### config.mk
export PLATFORM = sky130hd
export DESIGN_NAME = source_priority_regs
export DESIGN_NICKNAME = d
export VERILOG_FILES = /design/src/logic/prio_regs_pkg.sv /design/src/logic/prio_arbiter.sv /design/src/logic/source_priority_regs.sv
export SDC_FILE = /design/constraint.sdc
export NUM_CORES = 1
export LEC_CHECK = 0
export BUFFER_PORTS_ARGS = -buffer_cell sky130_fd_sc_hd__buf_2
export CAP_MARGIN = 10
export CORE_MARGIN = 5
export CORE_UTILIZATION = 25
export DETAILED_ROUTE_END_ITERATION = 6
export GPL_TIMING_DRIVEN = 0
export PLACE_DENSITY_LB_ADDON = 0.3
export SLEW_MARGIN = 20
export SYNTH_ARGS = -nofsm -noshare
export SYNTH_HDL_FRONTEND = slang
export SYNTH_HIERARCHICAL = 1
export SYNTH_SLANG_ARGS = --single-unit
### constraint.sdc
create_clock -name CLK -period 18.6 [get_ports CLK]
set_clock_uncertainty 0.2 [all_clocks]
set_input_delay 1.86 -clock CLK [delete_from_list [all_inputs] [get_ports CLK]]
set_output_delay 1.86 -clock CLK [all_outputs]
set_load 0.01 [all_outputs]
### src/logic/prio_regs_pkg.sv
// Purpose: Constants shared by the source priority register block.
// Assumes: AHB-Lite slave with 32-bit data, one aligned word per register.
// Notes: Register fields are 3 bits wide, one unused bit above each field.
`default_nettype none
package prio_regs_pkg;
	// ----------------------------------------------------------------
	// Register map
	// ----------------------------------------------------------------
	// Byte offsets of the three priority registers.
	localparam logic [11:0] OFF_SRC_PRIO_0 = 12'h000;
	localparam logic [11:0] OFF_SRC_PRIO_1 = 12'h004;
	localparam logic [11:0] OFF_SRC_PRIO_2 = 12'h008;
	// Field positions (low bit of each 3-bit field).
	localparam int FLD_HI = 12;
	localparam int FLD_MH = 8;
	localparam int FLD_ML = 4;
	localparam int FLD_LO = 0;
	// Priority field width and reset value (level 4).
	localparam int LVL_W = 3;
	localparam logic [2:0] LVL_RESET = 3'h4;
	// Level that marks a source as disabled.
	localparam logic [2:0] LVL_OFF = 3'h0;
	// Number of sources served by this block.
	localparam int NUM_SRC = 11;
	// Writable bit masks of the three registers.
	localparam logic [15:0] MASK_0 = 16'h7777;
	localparam logic [15:0] MASK_1 = 16'h7770;
	localparam logic [15:0] MASK_2 = 16'h7777;
	// Reset values of the three registers.
	localparam logic [15:0] RST_0 = 16'h4444;
	localparam logic [15:0] RST_1 = 16'h4440;
	localparam logic [15:0] RST_2 = 16'h4444;
	// AHB transfer type codes.
	localparam logic [1:0] HTRANS_IDLE = 2'h0;
	localparam logic [1:0] HTRANS_NONSEQ = 2'h2;
endpackage
`default_nettype wire

### src/logic/prio_arbiter.sv
// Purpose: Picks the highest nonzero level among pending, enabled sources.
// Assumes: Inputs come from logic on the same clock.
// Notes: Ties go to the lowest source index; result is registered.
`default_nettype none
module prio_arbiter #(
	parameter int N = 11
) (
	input wire logic clk,
	input wire logic rst,
	input wire logic [N*3-1:0] levels,
	input wire logic [N-1:0] pending,
	output logic winner_valid,
	output logic [4:0] winner_id,
	output logic [2:0] winner_level
);
	import prio_regs_pkg::*;

	// Refuse a source count that the 5-bit index cannot name.
	if (N < 1 || N > 31) begin : g_chk
		$error("prio_arbiter: N out of range");
	end

	// Combinational search result.
	logic [2:0] best_lvl;
	logic [4:0] best_id;

	// Scan sources; a level of zero never wins, so disabled sources drop out.
	always_comb begin
		best_lvl = LVL_OFF;
		best_id = 5'h00;
		for (int i = 0; i < N; i++) begin
			if (pending[i] && levels[i*3 +: 3] > best_lvl) begin
				best_lvl = levels[i*3 +: 3];
				best_id = 5'(i);
			end
		end
	end

	// Register the winner so the outputs leave from flip-flops.
	always_ff @(posedge clk or posedge rst) begin
		if (rst) begin
			winner_valid <= 1'b0;
			winner_id <= 5'h00;
			winner_level <= 3'h0;
		end else begin
			winner_valid <= (best_lvl != LVL_OFF);
			winner_id <= best_id;
			winner_level <= best_lvl;
		end
	end
endmodule
`default_nettype wire

### src/logic/source_priority_regs.sv
// Purpose: Three source priority registers on AHB-Lite, with level outputs.
// Assumes: Single 32-bit transfers; registers hold 16 bits in the low half.
// Notes: Zero wait states; every response is OKAY.
//
// Local design decisions: the register addresses and the AHB-Lite slave port.
`default_nettype none

// ----------------------------------------------------------------
// Source priority register block
// ----------------------------------------------------------------
// Summary of operation
// - Field 111 is level 7, 001 level 1.
// - Every field resets to 100, read/write.
// - Unimplemented bits ignore writes, read zero.
// - Register 0 holds timer1, compare1, capture1, ext0.
// - Register 1 holds timer2, compare2, capture2.
// - Register 2 holds serial rx, sync serial event.
// - Register 2 holds sync serial fault, timer3.
module source_priority_regs (
	input wire logic CLK,
	input wire logic RST,
	input wire logic HSEL,
	input wire logic [31:0] HADDR,
	input wire logic [1:0] HTRANS,
	input wire logic HWRITE,
	input wire logic [2:0] HSIZE,
	input wire logic [31:0] HWDATA,
	input wire logic HREADY,
	output logic [31:0] HRDATA,
	output logic HREADYOUT,
	output logic HRESP,
	input wire logic [prio_regs_pkg::NUM_SRC-1:0] IRQ_PENDING,
	output logic [2:0] TIMER_ONE_LEVEL,
	output logic [2:0] OUT_COMPARE_ONE_LEVEL,
	output logic [2:0] IN_CAPTURE_ONE_LEVEL,
	output logic [2:0] EXT_IRQ_ZERO_LEVEL,
	output logic [2:0] TIMER_TWO_LEVEL,
	output logic [2:0] OUT_COMPARE_TWO_LEVEL,
	output logic [2:0] IN_CAPTURE_TWO_LEVEL,
	output logic [2:0] SERIAL_ONE_RX_LEVEL,
	output logic [2:0] SYNC_SERIAL_ONE_EVENT_LEVEL,
	output logic [2:0] SYNC_SERIAL_ONE_FAULT_LEVEL,
	output logic [2:0] TIMER_THREE_LEVEL,
	output logic SERVICE_VALID,
	output logic [4:0] SERVICE_ID,
	output logic [2:0] SERVICE_LEVEL
);
	import prio_regs_pkg::*;

	// ----------------------------------------------------------------
	// Storage
	// ----------------------------------------------------------------
	// Register contents, indexed by register number.
	logic [15:0] prio_r [3];
	// Writable masks and reset values per register index.
	localparam logic [15:0] MASKS [3] = '{MASK_0, MASK_1, MASK_2};
	localparam logic [15:0] RSTS [3] = '{RST_0, RST_1, RST_2};

	// Latched address phase of a pending write.
	logic wr_pend_r;
	logic [1:0] wr_idx_r;
	logic wr_hit_r;

	// Decode of the current address phase.
	logic addr_take;
	logic [1:0] addr_idx;
	logic addr_hit;

	// Maps a byte address to a register index; index 3 is unmapped.
	function automatic logic [1:0] reg_index(input logic [31:0] a);
		logic [1:0] r;
		r = 2'h3;
		if (a[31:12] == 20'h00000) begin
			case (a[11:0])
				OFF_SRC_PRIO_0: r = 2'h0;
				OFF_SRC_PRIO_1: r = 2'h1;
				OFF_SRC_PRIO_2: r = 2'h2;
				default: r = 2'h3;
			endcase
		end
		return r;
	endfunction

	// ----------------------------------------------------------------
	// Address phase
	// ----------------------------------------------------------------
	// A transfer is taken when selected, active and the bus is ready.
	always_comb begin
		addr_take = HSEL && HREADY && (HTRANS == HTRANS_NONSEQ || HTRANS == 2'h3);
		addr_idx = reg_index(HADDR);
		addr_hit = (addr_idx != 2'h3);
	end

	// Remember a write address phase for the following data phase.
	always_ff @(posedge CLK or posedge RST) begin
		if (RST) begin
			wr_pend_r <= 1'b0;
			wr_idx_r <= 2'h0;
			wr_hit_r <= 1'b0;
		end else begin
			wr_pend_r <= addr_take && HWRITE;
			wr_idx_r <= addr_idx;
			wr_hit_r <= addr_hit;
		end
	end

	// ----------------------------------------------------------------
	// Register writes
	// ----------------------------------------------------------------
	// Only implemented bits take data; the rest stay zero.
	generate
		for (genvar g = 0; g < 3; g++) begin : g_reg
			always_ff @(posedge CLK or posedge RST) begin
				if (RST) begin
					prio_r[g] <= RSTS[g];
				end else if (wr_pend_r && wr_hit_r && wr_idx_r == 2'(g)) begin
					prio_r[g] <= HWDATA[15:0] & MASKS[g];
				end
			end
		end
	endgenerate

	// ----------------------------------------------------------------
	// Read data and response
	// ----------------------------------------------------------------
	// Read data is captured at the address phase; unmapped reads give zero.
	always_ff @(posedge CLK or posedge RST) begin
		if (RST) begin
			HRDATA <= 32'h00000000;
		end else if (addr_take && !HWRITE) begin
			if (addr_hit) begin
				HRDATA <= {16'h0000, prio_r[addr_idx] & MASKS[addr_idx]};
			end else begin
				HRDATA <= 32'h00000000;
			end
		end
	end

	// The slave never stalls and always answers OKAY.
	always_ff @(posedge CLK or posedge RST) begin
		if (RST) begin
			HREADYOUT <= 1'b1;
			HRESP <= 1'b0;
		end else begin
			HREADYOUT <= 1'b1;
			HRESP <= 1'b0;
		end
	end

	// ----------------------------------------------------------------
	// Level outputs
	// ----------------------------------------------------------------
	// Fields are passed as-is: 111 is level 7 down to 001 as level 1.
	always_ff @(posedge CLK or posedge RST) begin
		if (RST) begin
			TIMER_ONE_LEVEL <= LVL_RESET;
			OUT_COMPARE_ONE_LEVEL <= LVL_RESET;
			IN_CAPTURE_ONE_LEVEL <= LVL_RESET;
			EXT_IRQ_ZERO_LEVEL <= LVL_RESET;
			TIMER_TWO_LEVEL <= LVL_RESET;
			OUT_COMPARE_TWO_LEVEL <= LVL_RESET;
			IN_CAPTURE_TWO_LEVEL <= LVL_RESET;
			SERIAL_ONE_RX_LEVEL <= LVL_RESET;
			SYNC_SERIAL_ONE_EVENT_LEVEL <= LVL_RESET;
			SYNC_SERIAL_ONE_FAULT_LEVEL <= LVL_RESET;
			TIMER_THREE_LEVEL <= LVL_RESET;
		end else begin
			TIMER_ONE_LEVEL <= prio_r[0][FLD_HI +: LVL_W];
			OUT_COMPARE_ONE_LEVEL <= prio_r[0][FLD_MH +: LVL_W];
			IN_CAPTURE_ONE_LEVEL <= prio_r[0][FLD_ML +: LVL_W];
			EXT_IRQ_ZERO_LEVEL <= prio_r[0][FLD_LO +: LVL_W];
			TIMER_TWO_LEVEL <= prio_r[1][FLD_HI +: LVL_W];
			OUT_COMPARE_TWO_LEVEL <= prio_r[1][FLD_MH +: LVL_W];
			IN_CAPTURE_TWO_LEVEL <= prio_r[1][FLD_ML +: LVL_W];
			SERIAL_ONE_RX_LEVEL <= prio_r[2][FLD_HI +: LVL_W];
			SYNC_SERIAL_ONE_EVENT_LEVEL <= prio_r[2][FLD_MH +: LVL_W];
			SYNC_SERIAL_ONE_FAULT_LEVEL <= prio_r[2][FLD_ML +: LVL_W];
			TIMER_THREE_LEVEL <= prio_r[2][FLD_LO +: LVL_W];
		end
	end

	// ----------------------------------------------------------------
	// Arbitration
	// ----------------------------------------------------------------
	// Source order: index 0..10 as the level outputs above.
	logic [NUM_SRC*3-1:0] all_levels;
	assign all_levels = {prio_r[2][FLD_LO +: 3], prio_r[2][FLD_ML +: 3],
		prio_r[2][FLD_MH +: 3], prio_r[2][FLD_HI +: 3], prio_r[1][FLD_ML +: 3],
		prio_r[1][FLD_MH +: 3], prio_r[1][FLD_HI +: 3], prio_r[0][FLD_LO +: 3],
		prio_r[0][FLD_ML +: 3], prio_r[0][FLD_MH +: 3], prio_r[0][FLD_HI +: 3]};

	// The arbiter registers its result, so service outputs are flip-flops.
	prio_arbiter #(.N(NUM_SRC)) u_arb (
		.clk(CLK),
		.rst(RST),
		.levels(all_levels),
		.pending(IRQ_PENDING),
		.winner_valid(SERVICE_VALID),
		.winner_id(SERVICE_ID),
		.winner_level(SERVICE_LEVEL)
	);
endmodule
`default_nettype wire

==> key figures, run 1 <==
GRT
  • Total grt overflow: 0
  • GRT Total Usage: 0.130
  • First-pass GRT wire length: between 20 and 25 mm
  • Initial antenna violation count: 3
  • Vias in the first global route: around 4.2k
  • Largest net degree at the start of global routing: 53

Timing
  • Least-Margin Pin Slew: 704 ps
  • Relative slew slack: 0.531
  • Max Slew Vio Count: 0
  • Setup violators final: 0
  • Fmax: 60.1 MHz
  • Final clock period utilization by the worst path: 0.895
  • Setup TNS: 0 ps
  • Min Hold Slack: 202 ps
  • Final Hold Fails: 0
  • RSZ-0062 raised after global routing: false
  • Clock period minus worst slack: 16650 ps

Worst setup path
  • Crit-path max FO: 9
  • R2r setup slk: 2990 ps
  • Top cell by count, worst path: nor2_1
  • Worst Path Required: approximately 19000 ps
  • Largest stage delay, worst path: 490 ps
  • CP Launch Type: input pin
  • Slowest CP cell: o41a_2
  • CP Class: input pin to flop
  • CP endpoint kind: flop
  • Worst path arrival time: approximately 17000 ps

Place
  • Post-DP HPWL: 11.3 mm
  • Gpl congestion: roughly 0.83
  • Port bufs: 112

Die
  • Full die area: 0.0223 mm^2
  • Die X: roughly 150 um
  • Core area: 0.0193 mm^2
  • Starting density of the core: 0.252
  • Die H: 149 um
  • # IOs: 161
  • Core Rows: 51

Power
  • Pwr Total: 0.000480 W
  • PwrDens: roughly 78 mW/mm^2
  • Max rail drop VDD: 0.0438 mV
  • Leak pwr: 2.98 nW

Synth
  • Top-area cell type share of the netlist area: 0.350
  • Post-synthesis register bit count: 90
  • Seq/Total Area, Yosys: 0.469
  • Number of synthesized flops with an enable pin: 0
  • Synth cell types: 74
  • Ys Warns: 6
  • Top FF cell, synth: dfrtp_1
  • Area leader, netlist: dfrtp_1
  • Cell area after technology mapping: roughly 0.005 mm^2
  • Synthesized area per cell: 10.8 um^2
  • Asr flop ratio synth: 1.00
  • Area contributors post-synth: dfrtp_1 (35%), dfstp_2 (12%), mux2_2 (7.9%)
  • Mapped Cells: 450

Drt
  • Antenna Nets Post-Route: 0
  • 1st-iter DRT viols: 252
  • DRC Markers: 0
  • Total number of vias: about 3.9k
  • Via density: 4.56
  • WL final: 14.1 mm
  • 1st-pass router iterations: 5
  • Wirelength per Cell: 16.4 um

Finish
  • Fill cells: 2048
  • Layout cells sized above 1: 0.411
  • Area grow syn2layout: 26.8%
  • Layout Nets: 694
  • Largest register FFs: 33

CTS
  • CTS tree: yes
  • Clock Tree Buf Depth: 2
  • Hold_buf cts: 0
  • Num CTS Buffers: 9
  • Clk sink count: 90
  • Postcts setup bufs: 0
  • CTS H-tree lvls: 3
  • Cts repair resizes: 0
  • Clk_lat worst skew: 340 ps
  • CTS root buf: clkbuf_16
  • Clock Pin Slew Worst Setup and Hold Paths: ~60 ps

Job
  • Max Cap Viol: 0

Status
  • Status: finished, final reports clean

Worst hold path
  • Hold Crit Class: flop to flop
-- kinds of logic (layout without fill, tap and decap cells) --
kind of cell / Yosys count / after routing / synth area share
compound gates: 98 / 98 / 0.154
flops: 90 / 90 / 0.469
fa+ha+maj: 18 / 18 / 0.0453
buf+inv: 58 / 187 / 0.0646
simple gates: 133 / 133 / 0.150
mux: 50 / 50 / 0.115
other cells: 3 / 24 / 0.00232
-- layer usage --
layer / share of wire / GRT usage
met1: 0.44 / 0.165
met2: 0.47 / 0.209
met3: 0.070 / 0.0374
met4: 0.026 / 0.0526
met5: 0.0019 / 0
-- layout by cell type (no fill, tap or decap), drive strengths merged, types with 5 or more instances in the layout --
master / instances
a21oi: 18
and2: 7
o221ai: 10
dfstp: 22
buf: 141
nand3: 9
a21o: 5
nor2: 30
inv: 30
nand2: 47
conb: 23
o21ai: 14
ha: 15
dfrtp: 68
o31ai: 6
clkbuf: 13
mux2: 37
mux2i: 13
nor4: 7
o211ai: 5
and3: 6
a31oi: 8
-- synthesized netlist by cell type, types with 4 or more instances --
library cell / number
a21o_1: 4
a21oi_1: 16
a31oi_1: 8
and2_1: 4
and3_1: 5
buf_4: 23
dfrtp_1: 68
dfstp_2: 22
ha_1: 15
inv_1: 28
mux2_2: 34
mux2i_1: 13
nand2_1: 47
nand3_1: 5
nand3_2: 4
nor2_1: 30
nor3_1: 4
nor4_1: 5
o21a_1: 4
o21ai_0: 11
o221ai_1: 10
o31ai_1: 5
-- path summary, 6_finish.rpt --
kind | start | to | depth (start not counted)
min in group asynchronous | RST | u_arb/winner_valid | 2
max in group asynchronous | RST | TIMER_ONE_LEVEL[2] | 3
min reg2reg | all_levels[2] | TIMER_ONE_LEVEL[2] | 0
min | all_levels[2] | TIMER_ONE_LEVEL[2] | 0
max | IRQ_PENDING[0] | u_arb/winner_valid | 74
max reg2reg | all_levels[2] | u_arb/winner_valid | 73
-- stage by stage --
step                setup slack, ps  cells   util  cell area (um^2)
floorplan                      3780    470      -              4930
global placement               1900    847  0.302              5830
detailed placement             1740    848  0.304              5860
CTS                            2050    864  0.320              6160
global route                    672    865  0.320              6160
finish                         1950    865  0.320              6160
-- area by class of cell --
type / instances / area (um^2) / share of cell area
well taps: 265 / 332 / 0.0538
plain buffers: 30 / 209 / 0.0339
inverters: 28 / 108 / 0.0175
multi-input cells: 322 / 2340 / 0.380
clock buffers: 11 / 243 / 0.0394
flip-flops and latches: 90 / 2280 / 0.370
clock inverters: 5 / 61.3 / 0.00995
diodes: 1 / 2.50 / 0.000406
repair buffers: 113 / 588 / 0.0954
-- where the power goes --
part	internal (W)	leakage, nW	total [W]	switching, W
clock network	0.000109	0.151	0.000186	0.0000775
logic	0.0000351	1.75	0.0000801	0.0000450
registers	0.000207	1.08	0.000213	0.00000658
total	0.000351	2.98	0.000480	0.000129
-- critical path: cells and delay by family --
kind,cells,cell delay [ps]
mux,2,750
simple gates,28,4430
compound gates,29,5550
fa+ha+maj,13,3800
buf+inv,2,260
(Power assumes the default switching activity.)
==> run 2, diff against run 1 <==
PLACE_DENSITY_LB_ADDON = not set   (was 0.3)
==> run 2 against run 1 <==
Net effect:
- worst hold slack worse by 0.64 ps
- count of clock-buffer cells in the layout unchanged
- clock power down 8%
- design area down 0.55%
- non-clock buffer count unchanged
- die area unchanged
- sequential share of layout area up 0.20 points
- critical path depth unchanged
==> key figures, run 2 (same netlist as run 1, synthesis figures left out) <==
Timing
  • RSZ-0062 raised after global routing: false
  • Final Hold Fails: 0
  • Least-Margin Pin Slew: ~710 ps
  • Setup TNS: 0 ps
  • Clock period minus worst slack: 16570 ps
  • Relative slew slack: 0.527
  • Max Slew Vio Count: 0
  • Fmax: 60.4 MHz
  • Final clock period utilization by the worst path: 0.891
  • Setup violators final: 0

Drt
  • WL final: 13.8 mm
  • 1st-iter DRT viols: 281
  • Antenna Nets Post-Route: 0
  • DRC Markers: 0
  • 1st-pass router iterations: 5
  • Total number of vias: 3893
  • Via density: 4.50
  • Wirelength per Cell: 16.0 um

Die
  • Core area: 0.0193 mm^2
  • # IOs: 161
  • Full die area: ~0.022 mm^2
  • Core Rows: slightly above 50
  • Die X: 149 um
  • Die H: between 100 and 150 um
  • Starting density of the core: 0.252

Power
  • Logic pwr share: 0.170
  • Sequential group share of total power: 0.461
  • Leak pwr: ~3.0 nW
  • Net Sw Power: 0.000130 W
  • Switch share: 0.280
  • PwrDens: 75.5 mW/mm^2
  • Clock share of power: 0.369
  • Internal power: around 0.00033 W
  • Max rail drop VDD: 0.0299 mV

Worst setup path
  • Setup crit start: IRQ_PENDING[0]
  • Origin of the critical flop-to-flop path: all_levels[2]
  • CP endpoint kind: flop
  • Top cell by count, worst path: nor2_1
  • CP Class: input pin to flop
  • Slowest CP cell: o41a_2
  • Crit-path max FO: 9
  • Worst Path Required: 18630 ps
  • CP Launch Type: input pin
  • Largest stage delay, worst path: 500 ps
  • Worst path arrival time: approximately 17000 ps

CTS
  • Clock Tree Buf Depth: 2
  • CTS tree: yes
  • Clock Pin Slew Worst Setup and Hold Paths: 60 ps
  • CTS H-tree lvls: 3
  • Hold_buf cts: 0
  • Num CTS Buffers: 9
  • Clk_lat worst skew: 350 ps
  • CTS root buf: clkbuf_16
  • Postcts setup bufs: 0
  • Cts repair resizes: 0
  • Clk sink count: 90

Finish
  • Commonest cells after routing, fill and taps aside: buf_2 (114), dfrtp_1 (68), nand2_1 (47)
  • Commonest non-fill, non-tap cell in the layout: buf_2
  • Layout cells sized above 1: 0.409
  • Area grow syn2layout: 26.1%
  • Largest register FFs: 33
  • Layout Nets: between 600 and 700
  • Final core utilization: 0.318

Worst hold path
  • Hold Crit Class: flop to flop
  • Hold Startpoint: all_levels[2]

GRT
  • Initial antenna violation count: 2
  • First-pass GRT wire length: 21.2 mm
  • Vias in the first global route: roughly 3.8k
  • Total grt overflow: 0
  • GRT Total Usage: 0.125
  • Largest net degree at the start of global routing: 60

Place
  • Post-DP HPWL: 10.9 mm
  • Gpl congestion: 0.803
  • Port bufs: roughly 110

Job
  • Max Cap Viol: 0

Status
  • Status: finished, final reports clean
run 2: metal layers:
metal | wire [um] | track usage | vias up
li1 | - | - | 1891
met1 | 5980 | 0.158 | 1843
met2 | 6530 | 0.204 | 135
met3 | 990 | 0.0331 | 20
met4 | 309 | 0.0522 | 4
met5 | 21 | 0 | -
run 2: layout make-up:
cell class | count | area [um^2]
Clock buffer | 11 | 233
Timing Repair Buffer | 113 | 588
Multi-Input combinational cell | 322 | 2340
Buffer | 30 | 209
Inverter | 28 | 108
Tap cell | 265 | 332
Fill cell | 2039 | 13100
Sequential cell | 90 | 2280
Clock inverter | 5 | 37.5
Antenna cell | 1 | 2.50
run 2: path summary, 6_finish.rpt:
check	end	slack, ps	cells past startpoint
setup / recovery	u_arb/winner_valid	2030	74
hold / removal	TIMER_ONE_LEVEL[2]	200	0
setup reg to reg	u_arb/winner_valid	3070	73
hold reg to reg	TIMER_ONE_LEVEL[2]	200	0
max in group asynchronous	all_levels[14]	16280	3
min in group asynchronous	u_arb/winner_level[0]	1260	2
run 2: worst max-delay path, delay by kind of cell:
family / cells / cell delay [ps]
adders and majority gates: 13 / 3790
buffers and inverters: 2 / 260
muxes: 2 / 770
AOI/OAI and AO/OA: 29 / 5530
and+or+nand+nor: 28 / 4360
run 2: power by group through the flow:
stage | registers, W | clock network, W | logic, W
floorplan | 0.000219 | 0 | 0.0000484
global placement | 0.000217 | 0 | 0.0000773
detailed placement | 0.000217 | 0 | 0.0000788
CTS | 0.000213 | 0.000176 | 0.0000793
global route | 0.000215 | 0.000184 | 0.0000887
finish | 0.000213 | 0.000171 | 0.0000788
run 2: stage by stage:
step	cell area (um^2)	power, W	worst slack, ps	hold slack [ps]	cells
2_1_floorplan	4930	0.000267	3780	172	470
3_3_place_gp	5830	0.000294	1880	193	847
3_5_place_dp	5860	0.000296	1750	198	848
4_1_cts	6130	0.000469	2080	207	864
5_1_grt	6130	0.000488	868	212	864
6_report	6130	0.000463	2030	202	865
